**src/core/led_status_pkg.sv**
```systemverilog
// constants, types and register map of the light curtain status indicator encoder
package led_status_pkg;

  // ************************************************************
  // timing
  // ************************************************************
  localparam int CLK_HZ             = 25_000_000;
  localparam int FLASH_HALF_MS      = 250;
  localparam int FLASH_HALF_CYCLES  = (CLK_HZ / 1000) * FLASH_HALF_MS;
  localparam int ALIGN_LIMIT_S      = 3;
  localparam int ALIGN_LIMIT_CYCLES = CLK_HZ * ALIGN_LIMIT_S;

  // ************************************************************
  // register map
  // ************************************************************
  localparam logic [3:0]  ADDR_CTRL   = 4'h0;
  localparam logic [3:0]  ADDR_STATUS = 4'h4;
  localparam logic [3:0]  ADDR_LEDS   = 4'h8;
  localparam logic [2:0]  CTRL_RESET  = 3'h0;
  localparam int          CTRL_FEEDBACK_BIT  = 0;
  localparam int          CTRL_CODING_BIT    = 1;
  localparam int          CTRL_INTERLOCK_BIT = 2;
  localparam int          CTRL_HIDE_BIT      = 3;
  localparam int          STAT_ALIGN_BIT     = 0;
  localparam int          STAT_FAULT_BIT     = 1;
  localparam int          STAT_CABLED_BIT    = 2;
  localparam int          STAT_BLINK_BIT     = 3;
  localparam int          LEDS_PROT_POS      = 0;
  localparam int          LEDS_FIELD_POS     = 4;
  localparam int          LEDS_STATE_POS     = 8;
  localparam int          LEDS_SFIELD_POS    = 12;
  localparam logic [31:0] DATA_ZERO          = 32'h0000_0000;

  // ************************************************************
  // types
  // ************************************************************
  typedef enum logic [2:0] {
    COL_OFF          = 3'h0,
    COL_RED          = 3'h1,
    COL_GREEN        = 3'h2,
    COL_YELLOW       = 3'h3,
    COL_WHITE        = 3'h4,
    COL_BLUE         = 3'h5,
    COL_YELLOW_GREEN = 3'h6
  } colour_type;

  typedef struct packed {
    colour_type colour;
    logic       flash;
  } led_type;

  localparam led_type LED_DARK = '{colour: COL_OFF, flash: 1'b0};

endpackage : led_status_pkg

```
**src/core/light_curtain_status_leds.sv**
```systemverilog
// status and fault indication encoder for the sender and receiver leds
//
// Summary of operation
// - cabled sender shows the same status as the receiver in normal operation
// - cabled sender state led copies receiver protection output led colour and flash
// - uncabled, fault free sender outside factory restore and configuration mode shows yellow state led, field led off
// - feedback monitor configured with warning flashes diag led 1, leds 2-4 keep alignment
// - reset pushbutton error flashes diag led 4, leds 1-3 keep alignment
// - white diag leds show configured functions: 1 feedback, 3 coding, 4 interlock
// - factory restore: protection red, field yellow/green, all diag leds off
// - configuration mode: protection or state led red, field led green
// - laser aid on with field clear: protection red, field green
// - field interrupted, or clear with reset just pressed: protection and field red
// - field clear with reset pending: protection red, field yellow
// - defective or stuck reset pushbutton shows yellow on diag led 4
// - feedback input without signal: protection red, diag led 1 yellow
// - contamination rise, laser on or alignment over 3 s restore alignment display
// - sender supply failure: state yellow, field red flashing
// - sender internal fault: state yellow, field red flashing
// - failed factory restore: state green flashing, field red flashing
// - excessive supply voltage: state led off, field led red
// - diag leds 1-4 alignment, 5-6 top beam sync, 7-8 bottom beam sync
//
// The Wishbone interface to the registers and the register offsets were left to the implementer.
`timescale 1ns/1ps
module light_curtain_status_leds #(
  parameter int FLASH_CYCLES = led_status_pkg::FLASH_HALF_CYCLES,
  parameter int ALIGN_CYCLES = led_status_pkg::ALIGN_LIMIT_CYCLES
) (
  input  wire logic                          CLK,
  input  wire logic                          RST,
  input  wire logic                          CYC_I,
  input  wire logic                          STB_I,
  input  wire logic                          WE_I,
  input  wire logic [3:0]                    ADR_I,
  input  wire logic [3:0]                    SEL_I,
  input  wire logic [31:0]                   DAT_I,
  output logic      [31:0]                   DAT_O,
  output logic                               ACK_O,
  input  wire logic                          CABLED,
  input  wire logic                          FIELD_CLEAR,
  input  wire logic                          RESET_PENDING,
  input  wire logic                          RESET_PRESSED,
  input  wire logic                          LASER_ON,
  input  wire logic                          FACTORY_RESTORE,
  input  wire logic                          CONFIG_MODE,
  input  wire logic                          FEEDBACK_WARN,
  input  wire logic                          FEEDBACK_NO_SIGNAL,
  input  wire logic                          RESET_BTN_ERROR,
  input  wire logic                          RESET_BTN_DEFECT,
  input  wire logic [2:0]                    ALIGN_QUALITY,
  input  wire logic                          SYNC_TOP,
  input  wire logic                          SYNC_BOTTOM,
  input  wire logic                          CONTAMINATION_UP,
  input  wire logic                          ALIGNING,
  input  wire logic                          SUPPLY_FAIL,
  input  wire logic                          INTERNAL_FAULT,
  input  wire logic                          RESTORE_FAIL,
  input  wire logic                          OVERVOLTAGE,
  output led_status_pkg::colour_type         PROT_LED,
  output led_status_pkg::colour_type         FIELD_LED,
  output led_status_pkg::colour_type [7:0]   DIAG_LED,
  output led_status_pkg::colour_type         STATE_LED,
  output led_status_pkg::colour_type         SENDER_FIELD_LED
);

  // ************************************************************
  // wishbone slave
  // ************************************************************
  logic        ack_r;
  logic [31:0] dat_r;
  logic [2:0]  ctrl_r;
  logic [2:0]  ctrl_nxt;
  logic [31:0] rdata;
  logic [15:0] leds_word;
  wire         req        = CYC_I & STB_I;
  wire         wr_commit  = req & WE_I & ack_r & SEL_I[0];
  wire         sel_ctrl   = (ADR_I == led_status_pkg::ADDR_CTRL);
  wire         sel_status = (ADR_I == led_status_pkg::ADDR_STATUS);
  wire         sel_leds   = (ADR_I == led_status_pkg::ADDR_LEDS);
  wire         ctrl_wr    = wr_commit & sel_ctrl;
  wire         hide_req   = ctrl_wr & DAT_I[led_status_pkg::CTRL_HIDE_BIT];
  wire         fb_cfg     = ctrl_r[led_status_pkg::CTRL_FEEDBACK_BIT];
  wire         coding_cfg = ctrl_r[led_status_pkg::CTRL_CODING_BIT];
  wire         lock_cfg   = ctrl_r[led_status_pkg::CTRL_INTERLOCK_BIT];

  assign ctrl_nxt = ctrl_wr ? DAT_I[2:0] : ctrl_r;

  always_ff @(posedge CLK or posedge RST) begin
    if (RST) begin
      ack_r  <= 1'b0;
      dat_r  <= led_status_pkg::DATA_ZERO;
      ctrl_r <= led_status_pkg::CTRL_RESET;
    end else begin
      ack_r  <= req & ~ack_r;
      dat_r  <= rdata;
      ctrl_r <= ctrl_nxt;
    end
  end

  assign ACK_O = ack_r;
  assign DAT_O = dat_r;

  // ************************************************************
  // flash divider and alignment timer
  // ************************************************************
  logic [31:0] flash_cnt_r;
  logic        blink_r;
  logic [31:0] align_cnt_r;
  logic        align_show_r;
  logic        align_show_nxt;
  logic        laser_q_r;
  logic        contam_q_r;
  wire         flash_tick  = (flash_cnt_r == 32'(FLASH_CYCLES - 1));
  wire         align_over  = ALIGNING & (align_cnt_r == 32'(ALIGN_CYCLES - 1));
  wire         resume_evt  = (LASER_ON & ~laser_q_r) | (CONTAMINATION_UP & ~contam_q_r) | align_over;

  // resume event wins over a software hide in the same cycle
  assign align_show_nxt = resume_evt ? 1'b1 : (hide_req ? 1'b0 : align_show_r);

  always_ff @(posedge CLK or posedge RST) begin
    if (RST) begin
      flash_cnt_r  <= 32'h0000_0000;
      blink_r      <= 1'b1;
      align_cnt_r  <= 32'h0000_0000;
      align_show_r <= 1'b1;
      laser_q_r    <= 1'b0;
      contam_q_r   <= 1'b0;
    end else begin
      flash_cnt_r  <= flash_tick ? 32'h0000_0000 : flash_cnt_r + 32'h0000_0001;
      blink_r      <= flash_tick ? ~blink_r : blink_r;
      align_cnt_r  <= !ALIGNING ? 32'h0000_0000 : (align_over ? align_cnt_r : align_cnt_r + 32'h0000_0001);
      align_show_r <= align_show_nxt;
      laser_q_r    <= LASER_ON;
      contam_q_r   <= CONTAMINATION_UP;
    end
  end

  // ************************************************************
  // receiver protection output and field leds
  // ************************************************************
  led_status_pkg::led_type prot_nxt;
  led_status_pkg::led_type field_nxt;
  led_status_pkg::led_type prot_base;

  always_comb begin
    prot_base = '{colour: led_status_pkg::COL_GREEN, flash: 1'b0};
    field_nxt = '{colour: led_status_pkg::COL_GREEN, flash: 1'b0};
    if (FACTORY_RESTORE) begin
      prot_base = '{colour: led_status_pkg::COL_RED, flash: 1'b0};
      field_nxt = '{colour: led_status_pkg::COL_YELLOW_GREEN, flash: 1'b0};
    end else if (CONFIG_MODE) begin
      prot_base = '{colour: led_status_pkg::COL_RED, flash: 1'b0};
      field_nxt = '{colour: led_status_pkg::COL_GREEN, flash: 1'b0};
    end else if (LASER_ON && FIELD_CLEAR) begin
      prot_base = '{colour: led_status_pkg::COL_RED, flash: 1'b0};
      field_nxt = '{colour: led_status_pkg::COL_GREEN, flash: 1'b0};
    end else if (!FIELD_CLEAR || RESET_PRESSED) begin
      prot_base = '{colour: led_status_pkg::COL_RED, flash: 1'b0};
      field_nxt = '{colour: led_status_pkg::COL_RED, flash: 1'b0};
    end else if (RESET_PENDING) begin
      prot_base = '{colour: led_status_pkg::COL_RED, flash: 1'b0};
      field_nxt = '{colour: led_status_pkg::COL_YELLOW, flash: 1'b0};
    end
  end

  // a missing feedback signal forces the protection led red unless a factory restore runs
  assign prot_nxt = (FEEDBACK_NO_SIGNAL && !FACTORY_RESTORE) ?
                    '{colour: led_status_pkg::COL_RED, flash: 1'b0} : prot_base;

  // ************************************************************
  // receiver diagnostic leds
  // ************************************************************
  led_status_pkg::led_type [7:0] diag_nxt;

  always_comb begin
    diag_nxt = {8{led_status_pkg::LED_DARK}};
    if (align_show_r) begin
      for (int i = 0; i < 4; i++) begin
        if (ALIGN_QUALITY > 3'(i)) begin
          diag_nxt[i] = '{colour: led_status_pkg::COL_BLUE, flash: 1'b0};
        end
      end
      if (SYNC_TOP) begin
        diag_nxt[4] = '{colour: led_status_pkg::COL_BLUE, flash: 1'b0};
        diag_nxt[5] = '{colour: led_status_pkg::COL_BLUE, flash: 1'b0};
      end
      if (SYNC_BOTTOM) begin
        diag_nxt[6] = '{colour: led_status_pkg::COL_BLUE, flash: 1'b0};
        diag_nxt[7] = '{colour: led_status_pkg::COL_BLUE, flash: 1'b0};
      end
    end else begin
      if (fb_cfg) begin
        diag_nxt[0] = '{colour: led_status_pkg::COL_WHITE, flash: 1'b0};
      end
      if (coding_cfg) begin
        diag_nxt[2] = '{colour: led_status_pkg::COL_WHITE, flash: 1'b0};
      end
      if (lock_cfg) begin
        diag_nxt[3] = '{colour: led_status_pkg::COL_WHITE, flash: 1'b0};
      end
    end
    if (fb_cfg && FEEDBACK_WARN) begin
      diag_nxt[0] = '{colour: led_status_pkg::COL_YELLOW, flash: 1'b1};
    end
    if (RESET_BTN_ERROR) begin
      diag_nxt[3] = '{colour: led_status_pkg::COL_YELLOW, flash: 1'b1};
    end
    if (FEEDBACK_NO_SIGNAL) begin
      diag_nxt[0] = '{colour: led_status_pkg::COL_YELLOW, flash: 1'b0};
    end
    if (RESET_BTN_DEFECT) begin
      diag_nxt[3] = '{colour: led_status_pkg::COL_YELLOW, flash: 1'b0};
    end
    if (FACTORY_RESTORE) begin
      diag_nxt = {8{led_status_pkg::LED_DARK}};
    end
  end

  // ************************************************************
  // sender state and field leds
  // ************************************************************
  led_status_pkg::led_type state_nxt;
  led_status_pkg::led_type sfield_nxt;
  wire sender_fault = OVERVOLTAGE | RESTORE_FAIL | SUPPLY_FAIL | INTERNAL_FAULT;

  always_comb begin
    state_nxt  = '{colour: led_status_pkg::COL_YELLOW, flash: 1'b0};
    sfield_nxt = led_status_pkg::LED_DARK;
    if (OVERVOLTAGE) begin
      state_nxt  = led_status_pkg::LED_DARK;
      sfield_nxt = '{colour: led_status_pkg::COL_RED, flash: 1'b0};
    end else if (RESTORE_FAIL) begin
      state_nxt  = '{colour: led_status_pkg::COL_GREEN, flash: 1'b1};
      sfield_nxt = '{colour: led_status_pkg::COL_RED, flash: 1'b1};
    end else if (SUPPLY_FAIL || INTERNAL_FAULT) begin
      state_nxt  = '{colour: led_status_pkg::COL_YELLOW, flash: 1'b0};
      sfield_nxt = '{colour: led_status_pkg::COL_RED, flash: 1'b1};
    end else if (FACTORY_RESTORE || CONFIG_MODE || CABLED) begin
      // faults above take precedence over every mirrored indication
      state_nxt  = prot_nxt;
      sfield_nxt = field_nxt;
    end
  end

  // ************************************************************
  // flashing and output registers
  // ************************************************************
  function automatic led_status_pkg::colour_type shown(input led_status_pkg::led_type led, input logic on);
    shown = (led.flash && !on) ? led_status_pkg::COL_OFF : led.colour;
  endfunction : shown

  led_status_pkg::colour_type [7:0] diag_shown;

  always_comb begin
    for (int i = 0; i < 8; i++) begin
      diag_shown[i] = shown(diag_nxt[i], blink_r);
    end
  end

  always_ff @(posedge CLK or posedge RST) begin
    if (RST) begin
      PROT_LED         <= led_status_pkg::COL_OFF;
      FIELD_LED        <= led_status_pkg::COL_OFF;
      DIAG_LED         <= {8{led_status_pkg::COL_OFF}};
      STATE_LED        <= led_status_pkg::COL_OFF;
      SENDER_FIELD_LED <= led_status_pkg::COL_OFF;
    end else begin
      PROT_LED         <= shown(prot_nxt, blink_r);
      FIELD_LED        <= shown(field_nxt, blink_r);
      DIAG_LED         <= diag_shown;
      STATE_LED        <= shown(state_nxt, blink_r);
      SENDER_FIELD_LED <= shown(sfield_nxt, blink_r);
    end
  end

  // ************************************************************
  // read data
  // ************************************************************
  assign leds_word = {1'b0, SENDER_FIELD_LED, 1'b0, STATE_LED, 1'b0, FIELD_LED, 1'b0, PROT_LED};
  assign rdata = sel_ctrl   ? {29'h0000_0000, ctrl_r} :
                 sel_status ? {28'h000_0000, blink_r, CABLED, sender_fault, align_show_r} :
                 sel_leds   ? {16'h0000, leds_word} : led_status_pkg::DATA_ZERO;

  wire quiet = !FACTORY_RESTORE && !CONFIG_MODE && !sender_fault;
endmodule : light_curtain_status_leds

```
**config.mk**
```make
export PLATFORM = sky130hd
export DESIGN_NAME = light_curtain_status_leds
export DESIGN_NICKNAME = d
export VERILOG_FILES = /design/src/core/led_status_pkg.sv /design/src/core/light_curtain_status_leds.sv
export SDC_FILE = /design/constraint.sdc
export NUM_CORES = 1
export LEC_CHECK = 0
export ABC_AREA = 1
export BUFFER_PORTS_ARGS = -buffer_cell sky130_fd_sc_hd__clkbuf_2
export CAP_MARGIN = 0
export CORE_ASPECT_RATIO = 1.1
export CORE_UTILIZATION = 45
export DETAILED_ROUTE_END_ITERATION = 6
export PLACE_DENSITY = 0.68
export SYNTH_ARGS = -nofsm -noshare
export SYNTH_HDL_FRONTEND = slang
export SYNTH_SLANG_ARGS = --single-unit
```
**constraint.sdc**
```tcl
create_clock -name CLK -period 7.26 [get_ports CLK]
set_input_delay 0.363 -clock CLK [delete_from_list [all_inputs] [get_ports CLK]]
set_output_delay 0.363 -clock CLK [all_outputs]
set_load 0.01 [all_outputs]
```
* Word-level counts from Yosys, hierarchy flattened
Cells that the tools add are included.
** Storage, ports and cells
- Register bits :: 140
- Output and inout port bits :: 69
- Logic and storage cells :: 132
** Cells by class
- Add/sub/neg operators :: 2
- $lt $le $gt $ge :: 4
- Eq/ne operators :: 5
- Muxes and demuxes :: 57
- Bitwise logic cells :: 19
- Reduce and logical (&&, ||, !) cells :: 24
** Operators by type and width (number)
- 32-bit two-way mux :: 4
- 4-bit two-way mux :: 23
- 32-bit by 1-bit adder with 32-bit output (second input constant) :: 2
- 3-bit two-way mux :: 20
- 15-bit two-way mux :: 3
- 32-bit by 23-bit equality test with 1-bit output (second input constant) :: 1
- 32-bit by 27-bit equality test with 1-bit output (second input constant) :: 1
- 8-bit two-way mux :: 3
- 16-bit two-way mux :: 1
- 1-bit logical AND :: 15
- 1-bit bitwise AND :: 10
- 3-bit by 1-bit greater-than comparator with 1-bit output (second input constant) :: 2
- 3-bit by 2-bit greater-than comparator with 1-bit output (second input constant) :: 2
- 1-bit bitwise OR :: 5
- 4-bit by 3-bit equality test with 1-bit output (second input constant) :: 1
- 4-bit equality test (second input constant) :: 1
- 4-bit zero test :: 1
- 1-bit logical OR :: 4
- 1-bit inverter :: 4
- 1-bit zero test :: 3
- 1-bit two-way mux :: 2
- 2-bit two-way mux :: 1
- 2-bit != test (second input constant) :: 1
- 2-bit nonzero test :: 1

* Depth between registers and ports, before layout
Gate-level depths: netlist of the first run.
- Depth in word-level cells :: 13
- Mapped depth :: 9

* Worst setup path before layout of the first run
Ideal clock, no wire load.
- Kind :: register -> register
- Start point :: register flash_cnt_r[0]
- End point :: register flash_cnt_r[14]
- Setup time :: 0.119 ns
- Data arrival time :: 1.316 ns
- Data required time :: 7.141 ns
- Slack :: 5.825 ns
- Stages on the path, launching flop included :: 9
- Buffers on the path :: 1
- Period minus slack after synthesis :: 1.435 ns
- Path through :: dfrtp_1 -> ha_1 -> inv_1 -> nor2_4 -> nand2_1 -> nor2_1 -> and2_2 -> buf_6 -> nor2_1
** Between the ends
- Cells in the longest elaborated chain, start to end :: 2
- Elaborated cells between the ends (all ways) :: 3
** RTL lines
- from (decl) :: line light_curtain_status_leds.sv:107 : logic [31:0] flash_cnt_r;
- from (signal assigned) :: line light_curtain_status_leds.sv:130 : flash_cnt_r <= flash_tick ? 32'h0000_0000 : flash_cnt_r + 32'h0000_0001;
- 32-bit by 1-bit adder with 32-bit output or 32-bit by 23-bit equality test with 1-bit output (tied branches) :: line light_curtain_status_leds.sv:130, light_curtain_status_leds.sv:114
- 32-bit two-way mux * :: line light_curtain_status_leds.sv:130
Mark *: on every way between the ends. The rest lies on a longest branch, timed or not.
A chain may end at the register's enable or synchronous reset.

* Final worst setup path of the first run
- Start point :: register align_cnt_r[0]
- End point :: register align_cnt_r[1]
** Between the ends
- Cells in the longest elaborated chain, start to end :: 3
- Elaborated cells between the ends (all ways) :: 6
** RTL lines
- from (decl) :: line light_curtain_status_leds.sv:109 : logic [31:0] align_cnt_r;
- from (signal assigned) :: line light_curtain_status_leds.sv:132 : align_cnt_r <= !ALIGNING ? 32'h0000_0000 : (align_over ? align_cnt_r : align_cnt_r + 32'h0000_0001);
- 32-bit by 1-bit adder with 32-bit output or 32-bit by 27-bit equality test with 1-bit output (tied branches) :: line light_curtain_status_leds.sv:132, light_curtain_status_leds.sv:115
- 32-bit two-way mux or 1-bit bitwise AND (tied branches) :: line light_curtain_status_leds.sv:132, light_curtain_status_leds.sv:115
- 32-bit two-way mux or 2-bit != test (tied branches)
Several ways; a longest one is shown, not always the timed one. The select of a mux whose other input is x is not followed.

==> results.md, run 1 <==
- Overall die area: 0.01365 sq mm
- Post-CTS setup buffer count: 0
- Layout Area Growth over Synthesis: 11.73%
- Peak ir drop on the vdd network: 0.09677 mV
- Maximum operating frequency: 598.3 MHz
- Clk sinks: 105
- Crit end category: flip-flop
- Number of buffers created by CTS: 9
- Cell with the largest stage delay on the worst path: dfrtp_1
- Port bufs: 76
- Cts repair resizes: 0
- Max-capacitance violation count: 0
- Violated checks: DRC
- DR pass1 iterations: 7
- Share of the yosys chip area belonging to registers: 0.4433
- Total routed wirelength: 13280 microns
- Synthesized instance count: 855
- Leakage Power: 3.325 nW
- Worst Setup SP: align_cnt_r[0]$_DFFE_PP0P_
- Post-synth design cell area: 0.005933 sq mm
- Avg Synthesized Cell Area: 6.939 sq um
- Register bit count reported by yosys: 105
- Ranking of synthesized cells by instance count: 278 x nand2_1, 185 x nor2_1, 106 x inv_1
- Pwr Density: 175.2 mW/mm^2
- Number of standard cells in the final layout excluding fillers: 1092
- Skew-Pair Late Insertion Delay: 0.36 ns
- Top routing layer in use: met4
- Pre-CTS setup slack: 5.526 ns
- Amount of wire on met3 after detailed routing: 518 microns
- Prevailing post-synth register cell: dfrtp_1
- Starting Density: 0.4653
- Total number of nets in the final design: 999
- Worst flop-to-flop path startpoint: align_cnt_r[0]$_DFFE_PP0P_
- Number of global-route vias before repair: 4804
- Cells along the critical path: ha_1, inv_1, nor2_4, nand2_1, nor2_2, nand2_1, nand3_1, nand2_1
- Routed met2 length: 6169 microns
- Chip Width: 111.5 microns
- Detailed placement HPWL: 10240 microns
- Pin count of the biggest net entering global routing: 63
- Clock Pin Slew Worst Setup and Hold Paths: 0.08 ns
- Worst hold slack after final layout: 0.03584 ns
- Setup Skew: 0.009140 ns
- Worst slew pin tran: 0.7930 ns
- Critical path fanouts, max: 8
- Required @ worst endpoint: 7.51 ns
- Post-route clock period utilization: 0.2302
- Destination of the worst register-to-register timing path: align_cnt_r[1]$_DFFE_PP0P_
- Count of unique library cells instantiated by Yosys: 32
- Die Span Y: 122.4 microns
- Total vias in the final route: 5168
- Largest stage delay, worst path: 0.43 ns
- Arrival time of data at the critical path endpoint: 1.92 ns
- First-pass GRT wire length: 22710 microns
- Worst-case register-to-register setup slack: 5.59 ns
- Top-level I/O count: 136
- Wire length on met1: 6361 microns
- Cell type contributing the most total cell area after synthesis: dfrtp_1
- Time the worst path needs with I/O delays and setup: 1.672 ns
- Most frequent cell on the critical path: nand2_1
- Final-report max-slew violation count: 0
- Residual overflow from global routing: 0
- Result of the run: finished, violations left
- Leading post-synthesis cells by cell area: dfrtp_1 43%, nand2_1 18%, nor2_1 12%, inv_1 6.7%, buf_4 4.4%
- Unrepaired setup endpoints after global routing: false
- TritonCTS clock tree: built
- Warning count from the yosys run: 0
- Startpoint kind of the worst setup timing path: flip-flop
- Number of antenna diodes: 0
- Tightest Hold Check Type: primary input to asynchronous set/reset pin
- Buffers from clock root to sink, at most: 2
- Most used standard cell by instance count after synthesis: nand2_1
- Asr flop ratio synth: 1.000
- Headroom to the max-slew limit: 0.4713
- Proportion of netlist area held by the largest area contributor: 0.4344
- Global-route usage over all layers: 0.2123
- Avg WL per Cell: 12.16 microns
- Number of antenna violations at the first check in global routing: 0
- Clock Tree Root: clkbuf_16
- Number of levels the H-tree was split into: 3
- Top Family by Delay on Critical Path: simple AND/OR/NAND/NOR gates
- Antenna Violating Nets Remaining: 0
- Core area: 0.01275 sq mm
- Final setup margin: 5.588 ns
- Post-synth EDFFs: 0
- Buf/Inv on CP: 1
- # DRC: 2
- RePlAce Congestion: 0.9139
- Total negative setup slack: 0 ns
- Number of vias per cell: 4.733
- Iter 0 DRT Violations: 235
- Number of cell instances on the worst register-to-register path: 8
- Total count of hold-check failures in the final report: 0
- Category of the most critical setup path: flip-flop to flip-flop
- Setup violations, final: 0
- Number of rows in the core area: 43
- Hold-fix buffers, CTS: 0
- Share of layout cells above drive strength 1: 0.1273
- Placed Instances: 1076
## cells by family (layout without fill, tap and decap cells)
group,after synthesis,after routing,synth area share
and+or+nand+nor,550,550,0.3783
buffers and inverters,147,200,0.1179
DFF,105,105,0.4433
AOI/OAI and AO/OA,32,32,0.02910
xor gates and xnor gates,18,18,0.02657
adders and majority gates,2,2,0.004217
other,1,28,0.0006320
## metal layers
layer | GRT usage | vias up
met1 | 0.2842 | 2338
met4 | 0.06841 | 0
li1 | - | 2693
met3 | 0.03605 | 15
met2 | 0.3527 | 122
met5 | 0 | -
## where the power goes
part	leakage (nW)	total, W	internal, W	switching, W
combinational	1.77	0.0000663	0.0000203	0.0000461
sequential	1.40	0.000599	0.000594	0.00000536
clock	0.147	0.000496	0.000253	0.000243
total	3.32	0.00116	0.000867	0.000294
## worst reg2reg max path: stages, from the launching register on
cell and delay (ns):
dfrtp_1 0.43, ha_1 0.24, inv_1 0.10, nor2_4 0.22
nand2_1 0.10, nor2_2 0.19, nand2_1 0.13, nand3_1 0.10
nand2_1 0.06
## layout make-up
class,instances,area (sq um)
inverters,107,404.1
well taps,157,196.4
repair buffers,77,387.9
fillers,1301,6122
clock buffers,10,239.0
clock inverters,6,66.31
multi-input cells,630,2705
flip-flops and latches,105,2630
## registers in the layout, summed over array words and instances, names as in the netlist
| signal | count |
|---|---|
| contam_q_r | 1 |
| ctrl_r | 3 |
| PROT_LED | 2 |
| ACK_O | 1 |
| blink_r | 1 |
| DIAG_LED | 11 |
| FIELD_LED | 3 |
| align_cnt_r | 32 |
| DAT_O | 12 |
| align_show_r | 1 |
| laser_q_r | 1 |
| STATE_LED | 2 |
| SENDER_FIELD_LED | 3 |
| flash_cnt_r | 32 |
## how the worst max path moves through the flow
stage	endpoint	slack, ns	depth (start not counted)
finish	align_cnt_r[1]$_DFFE_PP0P_	5.59	8
global route	align_cnt_r[1]$_DFFE_PP0P_	5.38	8
CTS	align_cnt_r[0]$_DFFE_PP0P_	5.59	8
detailed placement	align_cnt_r[2]$_DFFE_PP0P_	5.53	3
global placement	align_cnt_r[4]$_DFFE_PP0P_	5.55	3
floorplan	ACK_O$_DFF_PP0_	4.14	1
## through the flow
| step | area, sq um | total power [W] | util |
|---|---|---|---|
| after global placement | 6324 | 0.0006775 | 0.4959 |
| after floorplan | 6035 | 0.0006632 | - |
| final | 6629 | 0.001161 | 0.5199 |
| after global routing | 6629 | 0.001208 | 0.5199 |
| after CTS | 6629 | 0.001176 | 0.5199 |
| after detailed placement | 6324 | 0.0006783 | 0.4959 |
## layout by cell type (no fill, tap or decap), drive strengths merged, types with 2 or more instances in the layout
cell and n:
a21oi 16, clkbuf 86, clkinv 3, conb 28
dfrtp 103, dfstp 2, ha 2, inv 109
nand2 281, nand3 52, nand4 5, nor2 197
nor3 8, o211ai 2, o21ai 11, or2 5
xnor2 6, xor2 12
Power figures use the tool's default switching activity.
==> run 2, diff against run 1 <==
--- a/config.mk
+++ b/config.mk
@@ -5,13 +5,13 @@
 export SDC_FILE = /design/constraint.sdc
 export NUM_CORES = 1
 export LEC_CHECK = 0
-export ABC_AREA = 1
+export ABC_AREA = 0
 export BUFFER_PORTS_ARGS = -buffer_cell sky130_fd_sc_hd__clkbuf_2
 export CAP_MARGIN = 0
 export CORE_ASPECT_RATIO = 1.1
 export CORE_UTILIZATION = 45
 export DETAILED_ROUTE_END_ITERATION = 6
-export PLACE_DENSITY = 0.68
+export PLACE_DENSITY = 0.73
 export SYNTH_ARGS = -nofsm -noshare
 export SYNTH_HDL_FRONTEND = slang
 export SYNTH_SLANG_ARGS = --single-unit
==> constraint.sdc (replaced) <==
create_clock -name CLK -period 1.5 [get_ports CLK]
set_input_delay 0.075 -clock CLK [delete_from_list [all_inputs] [get_ports CLK]]
set_output_delay 0.075 -clock CLK [all_outputs]
set_load 0.01 [all_outputs]
==> results.md, run 2 <==
- Number of rows in the core area: 40
- Fill cells: 798
- Number of global-route vias before repair: 4529
- Post-Synth Simple-Gate Area: 0.2492
- Fin util: 0.6856
- TritonCTS clock tree: built
- Unrepaired setup endpoints after global routing: true
- Iter 0 DRT Violations: 273
- Maximum operating frequency: 546.5 MHz
- Prevailing post-synth register cell: dfrtp_1
- Routed met2 length: 7819 microns
- Total routed wirelength: 14450 microns
- Critical path fanouts, max: 7
- Ranking of synthesized cells by instance count: 103 x dfrtp_1, 37 x nor2_1, 37 x xnor2_1
- RePlAce Congestion: 0.8373
- Setup violations, final: 56
- Avg WL per Cell: 17.18 microns
- Core area: 0.01091 sq mm
- Number of antenna diodes: 0
- Register bit count reported by yosys: 105
- Asr flop ratio synth: 1.000
- DR pass1 iterations: 7
- Warning count from the yosys run: 0
- Avg Synthesized Cell Area: 10.55 sq um
- Amount of wire on met3 after detailed routing: 646 microns
- Peak ir drop on the vdd network: 0.6248 mV
- Final setup margin: -0.3297 ns
- Arrival time of data at the critical path endpoint: 2.11 ns
- First-pass GRT wire length: 21600 microns
- Overall die area: 0.01163 sq mm
- Port bufs: 76
- Cell type contributing the most total cell area after synthesis: dfrtp_1
- Tightest Hold Check Type: primary input to flip-flop
- Number of antenna violations at the first check in global routing: 0
- # DRC: 0
- Worst hold slack after final layout: 0.01907 ns
- Commonest non-fill, non-tap cell in the layout: buf_4
- Global-route usage over all layers: 0.2451
- Max-capacitance violation count: 0
- Wire length on met1: 5526 microns
- Share of cell area taken by muxes after synthesis: 0.01464
- Detailed placement HPWL: 8483 microns
- Highest-count cells in the layout ignoring fill and taps: 101 x buf_4, 97 x dfrtp_1, 76 x clkbuf_2
- Most used standard cell by instance count after synthesis: dfrtp_1
- Violated checks: setup timing
- Share of layout cells above drive strength 1: 0.4481
- Post-synth EDFFs: 0
- Arithmetic-cell share of the synthesized area counting full adders, half adders and majority gates: 0.004964
- Synthesized instance count: 478
- Synth Area in Compound Gates: 0.04741
- Layout Area Growth over Synthesis: 48.37%
- Setup Skew: 0.009187 ns
- Xor and xnor area share after synthesis: 0.09208
- Die Span Y: 113.0 microns
- Leakage Power: 3.596 nW
- Total vias in the final route: 4422
- Residual overflow from global routing: 0
- Count of unique library cells instantiated by Yosys: 48
- Buffers from clock root to sink, at most: 2
- Leading post-synthesis cells by cell area: dfrtp_1 51%, xnor2_1 6.4%, buf_4 5.2%, and2_1 4.3%, nand3_1 3.0%
- Number of buffers created by CTS: 9
- Proportion of netlist area held by the largest area contributor: 0.5113
- Storage element area: 0.002638 sq mm
- Crit end category: flip-flop
- Share of the yosys chip area belonging to registers: 0.5217
- Final-report max-slew violation count: 0
- Total number of nets in the final design: 758
- Total count of hold-check failures in the final report: 0
- Top-level I/O count: 136
- Worst-case register-to-register setup slack: -0.33 ns
- Clk sinks: 105
- Skew-Pair Late Insertion Delay: 0.35 ns
- Result of the run: finished, violations left
- Number of vias per cell: 5.258
- Main combinational cell family by area after synthesis: simple AND/OR/NAND/NOR gates
- Multi-input combinational cell area: 0.002658 sq mm
- Number of levels the H-tree was split into: 3
- Post-route clock period utilization: 1.220
- Pin count of the biggest net entering global routing: 37
- Post-synth design cell area: 0.005041 sq mm
- Antenna Violating Nets Remaining: 0
- Chip Width: 102.9 microns
- Required @ worst endpoint: 1.78 ns
- Clock Tree Root: clkbuf_16
- Startpoint kind of the worst setup timing path: flip-flop
- Pwr Density: 783.2 mW/mm^2
- Top routing layer in use: met4
- Clock Pin Slew Worst Setup and Hold Paths: 0.07 ns
- Category of the most critical setup path: flip-flop to flip-flop
- Time the worst path needs with I/O delays and setup: 1.830 ns
- Starting Density: 0.4620
-- run 2: changes by cell type in the layout (fill, tap and decap cells not counted), moves of 11 or more --
| cell | previous run | this run |
|---|---|---|
| buf_6 | 0 | 20 |
| nand2_1 | 278 | 18 |
| and2_1 | 0 | 33 |
| nand3_1 | 51 | 11 |
| xnor2_1 | 6 | 32 |
| nand3_2 | 1 | 12 |
| inv_1 | 105 | 11 |
| dlygate4sd3_1 | 0 | 18 |
| nor2_1 | 185 | 19 |
| nand4_1 | 5 | 22 |
| buf_4 | 1 | 101 |
-- run 2: final timing paths --
check / from / endpoint / depth (start not counted)
min reg2reg: ACK_O$_DFF_PP0_ / ACK_O$_DFF_PP0_ / 1
max reg2reg: flash_cnt_r[25]$_DFF_PP0_ / blink_r$_DFFE_PP1N_ / 6
max in group asynchronous: RST / blink_r$_DFFE_PP1N_ / 4
min in group asynchronous: RST / align_cnt_r[31]$_DFFE_PP0P_ / 3
max: flash_cnt_r[25]$_DFF_PP0_ / blink_r$_DFFE_PP1N_ / 6
min: FACTORY_RESTORE / FIELD_LED[2]$_DFF_PP0_ / 1
-- run 2: where the power goes --
| part | internal [W] | switching, W |
|---|---|---|
| Sequential | 0.00287 | 0.0000249 |
| Clock | 0.00151 | 0.00104 |
| Combinational | 0.000171 | 0.000237 |
| Total | 0.00456 | 0.00130 |
-- run 2: area by class of cell --
class                           instances  share of cell area
Tap cell                              147             0.02459
Clock inverter                          4             0.01020
Inverter                               12            0.006524
Timing Repair Buffer                  219              0.2178
Clock buffer                           12             0.03295
Sequential cell                       105              0.3526
Multi-Input combinational cell        342              0.3553
-- run 2: what timing repair did --
| item | in CTS | in global routing |
|---|---|---|
| pin swaps | 33 | 36 |
| setup buffers | 15 | 17 |
| endpoints found under the hold margin | 120 | 0 |
| hold buffers | 18 | 0 |
| gates resized for setup | 50 | 61 |
| cloned | 0 | 1 |
| endpoints found under the setup margin | 55 | 60 |
-- run 2: cell families after synthesis --
family                   after synthesis
XOR/XNOR                              53
AND/OR/NAND/NOR                      216
buffers and inverters                 58
multiplexers                           7
flip-flops                           105
other                                  1
AO/OA/AOI/OAI                         36
adder cells (fa/ha/maj)                2
-- run 2: metal layers --
| metal | vias up | global-route usage |
|---|---|---|
| li1 | 2017 | - |
| met4 | 0 | 0.1033 |
| met5 | - | 0 |
| met3 | 41 | 0.04941 |
| met2 | 154 | 0.4307 |
| met1 | 2210 | 0.2878 |
-- run 2: worst max-delay path, cell delays in order (launching register included) --
cell and delay (ns):
dfrtp_1 0.40, nor4_2 0.32, and4_1 0.27, nand4b_1 0.25, nor2_4 0.25, buf_12 0.17, xnor2_2 0.11
-- run 2: metrics by stage --
stage | total power, W | instances | setup TNS, ns | cell area, sq um | worst slack, ns
final | 0.005858 | 841 | -11.07 | 7480 | -0.3297
after global routing | 0.006035 | 841 | -15.37 | 7480 | -0.4095
after CTS | 0.005888 | 826 | -6.499 | 7086 | -0.2562
after detailed placement | 0.003303 | 777 | -8.533 | 6237 | -0.3046
after global placement | 0.003294 | 777 | -6.634 | 6237 | -0.2160
after floorplan | 0.003193 | 505 | -3.879 | 5251 | -0.1828
